==> config.mk <==
export PLATFORM = sky130hd
export DESIGN_NAME = dmrc_debug_ctrl
export DESIGN_NICKNAME = d
export VERILOG_FILES = /design/src/hw/dmrc_pkg.sv /design/src/hw/dmrc_debug_ctrl.sv
export SDC_FILE = /design/constraint.sdc
export NUM_CORES = 1
export LEC_CHECK = 0
export BUFFER_PORTS_ARGS = -buffer_cell sky130_fd_sc_hd__buf_2
export CAP_MARGIN = 30
export CELL_PAD_IN_SITES_DETAIL_PLACEMENT = 0
export CELL_PAD_IN_SITES_GLOBAL_PLACEMENT = 1
export CORE_AREA = 4 4 101 94
export CTS_BUF_LIST = sky130_fd_sc_hd__clkbuf_4 sky130_fd_sc_hd__clkbuf_8
export DETAILED_ROUTE_END_ITERATION = 6
export DIE_AREA = 0 0 105 98
export MAX_ROUTING_LAYER = met4
export PLACE_DENSITY = 0.95
export SLEW_MARGIN = 25
export SYNTH_ARGS = -nofsm -noshare
export SYNTH_HDL_FRONTEND = slang
export SYNTH_SLANG_ARGS = --single-unit
export TNS_END_PERCENT = 10
==> constraint.sdc <==
create_clock -name clock_i -period 4 [get_ports clock_i]
set_clock_uncertainty 0.15 [all_clocks]
set_input_delay 0.6 -clock clock_i [delete_from_list [all_inputs] [get_ports clock_i]]
set_output_delay 0.6 -clock clock_i [all_outputs]
set_load 0.03 [all_outputs]
==> src/hw/dmrc_pkg.sv <==
/*
  Shared constants and types for the debug mode and reset control block.
  Assumes a 32-bit register port and a single 125 MHz clock.
*/
package dmrc_pkg;

  localparam int DMRC_ADDR_W = 8;
  localparam int DMRC_DATA_W = 32;

  // register offsets on the plain register port
  localparam logic [7:0] OFS_DSCR = 8'h00;
  localparam logic [7:0] OFS_STATUS = 8'h04;

  // communication channel access mode encodings
  localparam logic [1:0] ACC_NONBLOCK = 2'h0;
  localparam logic [1:0] ACC_STALL = 2'h1;
  localparam logic [1:0] ACC_FAST = 2'h2;

  // entry cause codes kept in the control register
  localparam logic [3:0] ENTRY_NONE = 4'h0;
  localparam logic [3:0] ENTRY_BKPT = 4'h1;
  localparam logic [3:0] ENTRY_WPT = 4'h3;

  localparam logic [31:0] DSCR_RESET = 32'h0000_0000;
  localparam logic [31:0] ZERO_WORD = 32'h0000_0000;
  localparam logic [3:0] SYNC_RESET = 4'h0;

  // debug status and control register layout, msb first
  typedef struct packed {
    logic [9:0] rsvd_hi;     // 31:22
    logic [1:0] access_mode; // 21:20
    logic [3:0] rsvd_mid;    // 19:16
    logic monitor_en;        // 15
    logic halt_en;           // 14
    logic [6:0] rsvd_lo;     // 13:7
    logic cancelled;         // 6
    logic [3:0] entry;       // 5:2
    logic rsvd1;             // 1
    logic halted;            // 0
  } dmrc_dscr_t;

  // read-only status word
  typedef struct packed {
    logic [26:0] rsvd;
    logic sv_busy;
    logic standby;
    logic dbg_en;
    logic sys_rst;
    logic dbg_rst;
  } dmrc_status_t;

  // breakpoint and watchpoint match strobes from the core
  typedef struct packed {
    logic bkpt;
    logic wpt;
  } dmrc_match_t;

  // answer to a debugger system-view access
  typedef struct packed {
    logic valid;
    logic err;
    logic [31:0] rdata;
  } dmrc_sv_resp_t;

  typedef enum {SV_IDLE, SV_WAIT} dmrc_sv_state_t;

endpackage

==> src/hw/dmrc_debug_ctrl.sv <==
/*
  Debug mode and reset control: the debug status and control register,
  gating of breakpoint and watchpoint events, the debug reset and the
  answer to debugger system-view accesses cut by a system reset.
  Assumes pins arrive asynchronously, core match strobes and fabric
  completion are on clock_i, and the register master never waits.
*/
`timescale 1ns/1ns
module dmrc_debug_ctrl
  import dmrc_pkg::*;
(
  input wire logic clock_i,
  input wire logic rst_i,
  input wire logic ce_i,
  input wire logic [DMRC_ADDR_W-1:0] reg_addr_i,
  input wire logic [DMRC_DATA_W-1:0] reg_wdata_i,
  input wire logic reg_wr_i,
  input wire logic reg_rd_i,
  output logic [DMRC_DATA_W-1:0] reg_rdata_o,
  input wire logic debug_reset_n_i,
  input wire logic system_reset_n_i,
  input wire logic standby_wait_indication_i,
  input wire logic invasive_debug_enable_i,
  input wire dmrc_match_t match_i,
  input wire logic restart_i,
  output logic halt_req_o,
  output logic monitor_exc_o,
  output logic event_cancel_o,
  output logic core_halted_o,
  output logic [1:0] comm_channel_access_mode_o,
  input wire logic sv_req_i,
  input wire logic sys_done_i,
  input wire logic sys_err_i,
  input wire logic [DMRC_DATA_W-1:0] sys_rdata_i,
  output dmrc_sv_resp_t sv_resp_o
);

  ////////////////////////////////////////////////////////////////////////////
  // decode

  function automatic logic reg_hit(input logic [7:0] addr, input logic [7:0] ofs);
    reg_hit = (addr == ofs);
  endfunction

  ////////////////////////////////////////////////////////////////////////////
  // pin synchronisers

  logic [3:0] pin_meta;
  logic [3:0] pin_sync;
  logic dbg_rst;
  logic sys_in_reset;
  logic dbg_en;
  logic standby;

  // two stages per pin; only the second stage is read below
  always_ff @(posedge clock_i) begin
    if (rst_i) begin
      pin_meta <= SYNC_RESET;
      pin_sync <= SYNC_RESET;
    end else if (ce_i) begin
      pin_meta <= {standby_wait_indication_i, invasive_debug_enable_i,
                   system_reset_n_i, debug_reset_n_i};
      pin_sync <= pin_meta;
    end
  end

  // resets read as asserted until the pins have been sampled
  assign dbg_rst = ~pin_sync[0];
  assign sys_in_reset = ~pin_sync[1];
  assign dbg_en = pin_sync[2];
  assign standby = pin_sync[3];

  ////////////////////////////////////////////////////////////////////////////
  // debug status and control register

  dmrc_dscr_t dscr;
  dmrc_dscr_t wr_val;
  logic dscr_wr;
  logic dscr_zero_wr;
  logic pend_valid;
  logic [3:0] pend_entry;
  logic next_halt;
  logic next_mon;
  logic next_cancel;

  assign wr_val = dmrc_dscr_t'(reg_wdata_i);
  assign dscr_wr = reg_wr_i && reg_hit(reg_addr_i, OFS_DSCR);
  assign dscr_zero_wr = dscr_wr && (reg_wdata_i == ZERO_WORD);

  // the debug clock keeps running in standby, so the reset is not lost
  always_ff @(posedge clock_i) begin
    if (rst_i || dbg_rst) begin
      dscr <= DSCR_RESET;
    end else if (ce_i) begin
      if (dscr_zero_wr) begin
        dscr <= DSCR_RESET;
      end else if (dscr_wr) begin
        dscr.halt_en <= wr_val.halt_en;
        dscr.monitor_en <= wr_val.monitor_en;
        dscr.access_mode <= wr_val.access_mode;
      end
      if (restart_i) begin
        dscr.halted <= 1'b0;
      end
      // hardware events come last so a set beats a same-cycle clear
      if (next_halt) begin
        dscr.halted <= 1'b1;
        dscr.entry <= pend_entry;
      end
      if (next_cancel) begin
        dscr.cancelled <= 1'b1;
      end
    end
  end

  assign core_halted_o = dscr.halted;
  assign comm_channel_access_mode_o = dscr.access_mode;

  ////////////////////////////////////////////////////////////////////////////
  // debug event gating

  logic events_allowed;

  // no event is even captured without the invasive enable
  assign events_allowed = dbg_en && (dscr.halt_en || dscr.monitor_en) && !dscr.halted;

  always_ff @(posedge clock_i) begin
    if (rst_i || dbg_rst) begin
      pend_valid <= 1'b0;
      pend_entry <= ENTRY_NONE;
    end else if (ce_i) begin
      pend_valid <= events_allowed && (match_i.bkpt || match_i.wpt);
      pend_entry <= match_i.bkpt ? ENTRY_BKPT : ENTRY_WPT;
    end
  end

  // enables are looked at again at delivery; a match whose mode vanished
  // is cancelled so the core completes the access instead of waiting
  always_comb begin
    next_halt = pend_valid && dbg_en && dscr.halt_en;
    next_mon = pend_valid && dbg_en && !dscr.halt_en && dscr.monitor_en;
    next_cancel = pend_valid && !(next_halt || next_mon);
  end

  // event strobes, one cycle each
  always_ff @(posedge clock_i) begin
    if (rst_i) begin
      halt_req_o <= 1'b0;
      monitor_exc_o <= 1'b0;
      event_cancel_o <= 1'b0;
    end else if (ce_i) begin
      halt_req_o <= next_halt;
      monitor_exc_o <= next_mon;
      event_cancel_o <= next_cancel;
    end
  end

  ////////////////////////////////////////////////////////////////////////////
  // system-view access answer

  dmrc_sv_state_t sv_state;

  // requests made while a previous one is open are ignored
  always_ff @(posedge clock_i) begin
    if (rst_i) begin
      sv_state <= SV_IDLE;
    end else if (ce_i) begin
      case (sv_state)
        SV_IDLE: begin
          if (sv_req_i && !sys_in_reset) begin
            sv_state <= SV_WAIT;
          end
        end
        SV_WAIT: begin
          if (sys_in_reset || sys_done_i) begin
            sv_state <= SV_IDLE;
          end
        end
        default: begin
          sv_state <= SV_IDLE;
        end
      endcase
    end
  end

  // a reset beats a completion in the same cycle: the data are suspect
  always_ff @(posedge clock_i) begin
    if (rst_i) begin
      sv_resp_o <= '0;
    end else if (ce_i) begin
      sv_resp_o <= '0;
      if (sv_state == SV_IDLE && sv_req_i && sys_in_reset) begin
        sv_resp_o.valid <= 1'b1;
        sv_resp_o.err <= 1'b1;
      end else if (sv_state == SV_WAIT && sys_in_reset) begin
        sv_resp_o.valid <= 1'b1;
        sv_resp_o.err <= 1'b1;
      end else if (sv_state == SV_WAIT && sys_done_i) begin
        sv_resp_o.valid <= 1'b1;
        sv_resp_o.err <= sys_err_i;
        sv_resp_o.rdata <= sys_err_i ? ZERO_WORD : sys_rdata_i;
      end
    end
  end

  ////////////////////////////////////////////////////////////////////////////
  // register read path

  dmrc_status_t status;

  always_comb begin
    status = '0;
    status.sv_busy = (sv_state == SV_WAIT);
    status.standby = standby;
    status.dbg_en = dbg_en;
    status.sys_rst = sys_in_reset;
    status.dbg_rst = dbg_rst;
  end

  // unmapped offsets read zero; data stand one cycle only
  always_ff @(posedge clock_i) begin
    if (rst_i) begin
      reg_rdata_o <= ZERO_WORD;
    end else if (ce_i) begin
      if (reg_rd_i && reg_hit(reg_addr_i, OFS_DSCR)) begin
        reg_rdata_o <= dscr;
      end else if (reg_rd_i && reg_hit(reg_addr_i, OFS_STATUS)) begin
        reg_rdata_o <= status;
      end else begin
        reg_rdata_o <= ZERO_WORD;
      end
    end
  end
endmodule

; ---- Word level (Yosys, flattened, before mapping)
; Cells that the tools add are included.
[op_classes]
muxes = 21
bitwise_logic = 2
n_reduce_logical = 38
eq_ne = 5
[op_table]
columns = operator, n
row1 = 2-to-1 mux 32 bit, 5
row2 = logical NOT 32 bit, 3
row3 = case mux 32 bit (2 select lines), 1
row4 = 2-to-1 mux 34 bit, 1
row5 = "equality test 32 x 1 -> 1 bit, second input constant", 1
row6 = "equality test 32 x 2 -> 1 bit, second input constant", 1
row7 = 2-to-1 mux 22 bit, 1
row8 = logical AND 1 bit, 17
row9 = 2-to-1 mux 2 bit, 7
row10 = "equality test 8 x 3 -> 1 bit, second input constant", 1
row11 = logical NOT 8 bit, 1
row12 = AND reduction 2 bit, 4
row13 = 2-to-1 mux 7 bit, 1
row14 = nonzero test 2 bit, 3
row15 = logical OR 1 bit, 5
row16 = 2-to-1 mux 5 bit, 1
row17 = 2-to-1 mux 4 bit, 1
row18 = "!= test 2 bit, second input constant", 2
row19 = logical NOT 1 bit, 3
row20 = 2-to-1 mux 1 bit, 3
row21 = AND reduction 3 bit, 1
row22 = nonzero test 3 bit, 1
row23 = NOT 1 bit, 2
[totals]
input_bits = 87
output_inout_bits = 72
elab_cells = 84
regBits = 124

; ---- Logic depth before layout (Yosys ltp)
[logic_depth]
ltp_word = 8
ltp_mapped = 5
mapped_depth_nobuf = 4

; ---- Worst setup path after synthesis
; No wires, ideal clock.
[synth_timing]
kind = input to register
start = input reg_addr_i[5]
end = register dscr (netlist bit core_halted_o)
arrival_ns = 2.090
setup_slack_ns = 1.628
path_buffers = 1
path_stages = 5
path_cell_list = or4_1 or4_4 buf_6 o31ai_1 a21oi_1
[synth_between]
elab_chain_len = 5
[synth_rtl]
columns = element, line
row1 = "start, declared", dmrc_debug_ctrl.sv:15  ; input wire logic [DMRC_ADDR_W-1:0] reg_addr_i,
row2 = logical NOT 8 bit, dmrc_debug_ctrl.sv:42  ; reg_hit = (addr == ofs);
row3 = logical AND 1 bit, dmrc_debug_ctrl.sv:87  ; assign dscr_wr = reg_wr_i && reg_hit(reg_addr_i, OFS_DSCR);
row4 = logical AND 1 bit, dmrc_debug_ctrl.sv:88  ; assign dscr_zero_wr = dscr_wr && (reg_wdata_i == ZERO_WORD);
row5 = nonzero test 3 bit (no source line), -
row6 = AND reduction 2 bit (no source line), -
row7 = "end, declared", dmrc_debug_ctrl.sv:76  ; dmrc_dscr_t dscr;
; Every way passes these cells.
; A chain may end at the register's enable or synchronous reset.

; ---- Worst setup path after layout
[layout_timing]
start = input reg_addr_i[5]
end = register dscr[6] in the netlist's numbering
[layout_between]
elab_chain_len = 5
[layout_rtl]
columns = element, line
row1 = logical NOT 8 bit, dmrc_debug_ctrl.sv:42
row2 = logical AND 1 bit, dmrc_debug_ctrl.sv:87
row3 = logical AND 1 bit, dmrc_debug_ctrl.sv:88
row4 = nonzero test 2 bit (no source line), -
row5 = AND reduction 2 bit (no source line), -
; Every way passes these cells.

==> results.md <==
- In the routed design, unresolved DRC markers number 0.
- The number of antenna violations at the first check in global routing is 1.
- The maximum number of pins on one net before global-route repair is 68.
- The H-tree was split into 3 levels.
- The initial utilization of the core area, before any placement, comes to 0.335.
- The power share of the clock group is 0.377.
- The worst hold path class is in -> reg.
- At the pin with the least slew margin, the transition time is 0.841 ns.
- The number of clock sinks seen by CTS is 67.
- The share of total power dissipated in combinational logic is 0.090.
- By area, the combinational part of the netlist is dominated by simple AND/OR/NAND/NOR gates.
- The count of nets left with antenna violations after detail routing is 0.
- The adder-cell area share of the yosys netlist is 0.
- The slowest library cell on the worst path is sky130_fd_sc_hd__or4_4.
- The sequential share of power is 0.533.
- The maximum fanout along the worst path is 7.
- The analysis attributes to cell leakage a power of around 1.7 nW.
- From synthesis to final layout, the design area changed by 29.3%.
- Of the total power, the share spent switching nets is 0.262.
- The worst-case IR drop observed on VDD is 0.161 mV.
- For this run, the detailed router's first-pass iteration total came to 4.
- In this run, post-CTS hold repair placed 0 buffers.
- The biggest cell delay along the critical path is 0.58 ns.
- The number of failing setup endpoints in the final timing report is 0.
- The first global-routing pass estimated 12,100 um of wire.
- STA puts the critical path data required time at 4.06 ns.
- The I/O pin count is 159.
- Counting flops and latches in the post-synthesis netlist gives 67.
- In the final layout, the share of cells above drive strength 1 is 0.341.
- The clock root buffer is sky130_fd_sc_hd__clkbuf_8.
- Dividing the final minimum period by the clock period gives 0.537.
- The worst register-to-register path has a depth of 5.
- The remaining global-route overflow is 0.
- Before CTS, the worst setup slack after placement is 1.51 ns.
- The die is about 110 um wide.
- At the end of the flow the core is filled with cells to 0.433.
- The clock-pin slew of the registers on the worst-case setup and hold paths is 0.08 ns.
- The HPWL after detailed placement is 5340 um.
- The via count of the first global-routing pass is 2,624.
- The highest clock frequency the design can meet is 466 MHz.
- Of the total synthesized cell area, the portion taken by AND, OR, NAND and NOR gates is 0.255.
- Wires add up to 7280 um.
- The data arrival time at the worst-slack endpoint is 2.21 ns.
- The final critical delay including setup and external delays is 2.15 ns.
- Counting distinct cell types in the post-synthesis netlist gives 31.
- The number of cells upsized or downsized after cts is 0.
- Using the TritonRoute via totals, the vias-per-cell ratio works out to 4.62.
- TritonCTS built the clock tree.
- For this design the ratio of total power to cell area is 348 mW/mm^2.
- The summed negative setup slack over all endpoints is 0 ns.
- The filler cells instantiated in the layout total 859.
- The die is 98 um tall.
- Counting instances, the worst hold path has a depth of 2.
- The worst setup path category is in -> reg.
- Traced cell by cell, the critical path runs through buf_2 -> or4_1 -> or4_4 -> o31ai_1 -> a21oi_1.
- Routability-driven placement finished with a final weighted congestion of 0.763.
- The floorplan has 32 rows.
- The final number of hold-violating endpoints is 0.
- In the final design database the tool counted approximately 550 nets.
- The final route contains 2,620 vias.
- The number of max-cap violations is 0.
- Of the total synthesized cell area, the portion taken by XOR and XNOR cells is 0.
- The number of max-slew violations in the final report is 0.
- In the final routed layout, each cell accounts on average for 12.8 um.
- The total routing resource utilization after global routing is 0.146.
- The count of input and output buffers is 136.
- In this run the worst setup path terminates at dscr[6]$_SDFFE_PP0P_.
- The flop-to-flop setup slack is about 2.5 ns.
- The origin of the worst setup path is reg_addr_i[5].
- Summing all flip-flop and latch instances after layout gives ~0.0013 sq mm.
- The share of the Yosys chip area taken by registers is 0.476.
- The portion of netlist area occupied by mux cells is 0.0498.
- The analysis attributes to net switching a power of around 0.33 mW.
- In this run the cell area of the synthesized design comes to ~0.0028 sq mm.
- The share of the synthesized area in compound gates (AO/OA/AOI/OAI) is 0.120.
- Setup repair after global routing left no endpoint under its margin.
- The multi-input gate area in the final layout is 0.00128 sq mm.
- The mean post-synth cell area is 8.51 sq um.
- The die footprint is 0.0103 sq mm.
- The startpoint of the lowest-slack register-to-register path is pin_sync[1]$_SDFFE_PP0P_.
- The insertion delay of the later-clocked pin in the worst-skew pair is between 0.3 and 0.4 ns.
- The worst setup path is launched from an input port.
- In this run the critical register-to-register path is captured at sv_resp_o[0]$_SDFFE_PP0P_.
- The deepest clock path buffer count is 2.
- The run finished with clean final reports.
- In this run the tightest slew margin relative to its limit is 0.434.
- For this block, the initial DRC count from the detailed router was 50.
- The buffer count from post-CTS setup fixing is 0.
- The TritonCTS buffer count is 9.
- The internal power consumption is 0.935 mW.
- The nature of the critical path endpoint is a flop.
- The Yosys warning count is 0.
- Setup slack on the critical path of the routed design comes to roughly 1.9 ns.
- The core region is roughly 0.0084 sq mm.
- The number of instances in the synthesized netlist is 331.
-- power by group through the flow --
stage          combinational, mW  clock (mW)  sequential, mW
2_1_floorplan             0.0768           0           0.693
3_3_place_gp               0.112           0           0.691
3_5_place_dp               0.114           0           0.691
4_1_cts                    0.114       0.498           0.676
5_1_grt                    0.126       0.529           0.676
6_report                   0.113       0.478           0.676
-- cell type report --
cell class              instances  share of cell area
clock inverters                 7              0.0124
flip-flops and latches         67               0.368
repair buffers                139               0.193
clock buffers                   9              0.0340
diodes                          1            0.000687
inverters                       4             0.00412
multi-input cells             238               0.352
well taps                     102              0.0350
-- cell usage after synthesis, drive strengths merged --
master  instances  area (sq um)
dfxtp          67          1340
a31oi           1          6.26
clkbuf         13          48.8
nand3           2          10.0
nor4            9          56.3
nor3            4          25.0
o31ai           4          30.0
a311oi          1          8.76
nand2b          9          56.3
nand3b          1          7.51
o211ai          2          15.0
mux2i          14           140
nand4           3          18.8
and4b           1          10.0
a211oi          2          15.0
a21boi          1          7.51
a21oi          47           235
or4             2          18.8
or4b            1          10.0
nand2           9          33.8
inv             4          15.0
nor2b          40           250
buf            30           211
conb            1          3.75
o21ai           4          20.0
nor2           59           221
-- metrics by stage --
stage	total power, mW	instance area (sq um)	std cells	hold WS [ns]
3_3_place_gp	0.803	3470	550	0.297
6_report	1.27	3640	567	0.311
4_1_cts	1.29	3640	566	0.292
5_1_grt	1.33	3640	567	0.288
3_5_place_dp	0.805	3470	550	0.309
2_1_floorplan	0.770	2900	352	0.276
-- placed cells by master (no fill, tap or decap), types with 3 or more instances in the layout --
cell type                    instances
sky130_fd_sc_hd__inv_1               4
sky130_fd_sc_hd__nor4_1              9
sky130_fd_sc_hd__nor2_1             59
sky130_fd_sc_hd__buf_4               3
sky130_fd_sc_hd__nor2b_1            40
sky130_fd_sc_hd__a21oi_1            47
sky130_fd_sc_hd__clkinvlp_4          4
sky130_fd_sc_hd__conb_1             22
sky130_fd_sc_hd__buf_2             136
sky130_fd_sc_hd__nand4_1             3
sky130_fd_sc_hd__clkbuf_8            9
sky130_fd_sc_hd__nand2_1             9
sky130_fd_sc_hd__clkinv_2            3
sky130_fd_sc_hd__o21ai_0             4
sky130_fd_sc_hd__nand2b_1            9
sky130_fd_sc_hd__dfxtp_1            67
sky130_fd_sc_hd__o31ai_1             4
sky130_fd_sc_hd__mux2i_1            14
-- state kept, by name (all words and copies together), names as in the netlist --
name                        flops
dscr                            5
pend_valid                      1
reg_rdata_o                    10
core_halted_o                   1
pend_entry                      2
halt_req_o                      1
pin_sync                        4
event_cancel_o                  1
monitor_exc_o                   1
sv_state                        1
sv_resp_o                      34
comm_channel_access_mode_o      2
pin_meta                        4
-- kinds of logic after synthesis --
group | count (synthesis)
AND/OR/NAND/NOR | 140
multiplexers | 14
AO/OA/AOI/OAI | 62
other | 1
buffers and inverters | 47
flip-flops | 67
-- worst min-delay path by stage --
stage	from	end	slack, ns
finish	match_i[1]	pend_entry[1]$_SDFFE_PP0P_	0.31
global route	match_i[1]	pend_entry[1]$_SDFFE_PP0P_	0.29
CTS	match_i[1]	pend_entry[1]$_SDFFE_PP0P_	0.29
detailed placement	pend_entry[0]$_SDFFE_PP0P_	dscr[2]$_SDFFE_PP0P_	0.31
global placement	pend_entry[0]$_SDFFE_PP0P_	pend_entry[0]$_SDFFE_PP0P_	0.30
floorplan	pend_entry[0]$_SDFFE_PP0P_	dscr[2]$_SDFFE_PP0P_	0.28
-- critical path: cells and delay by family --
kind | cells | cell delay [ns]
buffers and inverters | 1 | 0.09
and+or+nand+nor | 2 | 1.14
AOI/OAI and AO/OA | 2 | 0.37
-- metal layers --
| layer | up-vias | global-route usage | wire length [um] |
|---|---|---|---|
| li1 | 1320 | - | - |
| met1 | 1212 | 0.166 | 3160 |
| met2 | 86 | 0.247 | 3540 |
| met3 | 2 | 0.0542 | 535 |
| met4 | 0 | 0.0272 | 43 |
| met5 | - | - | 0 |
(Power assumes the default switching activity.)
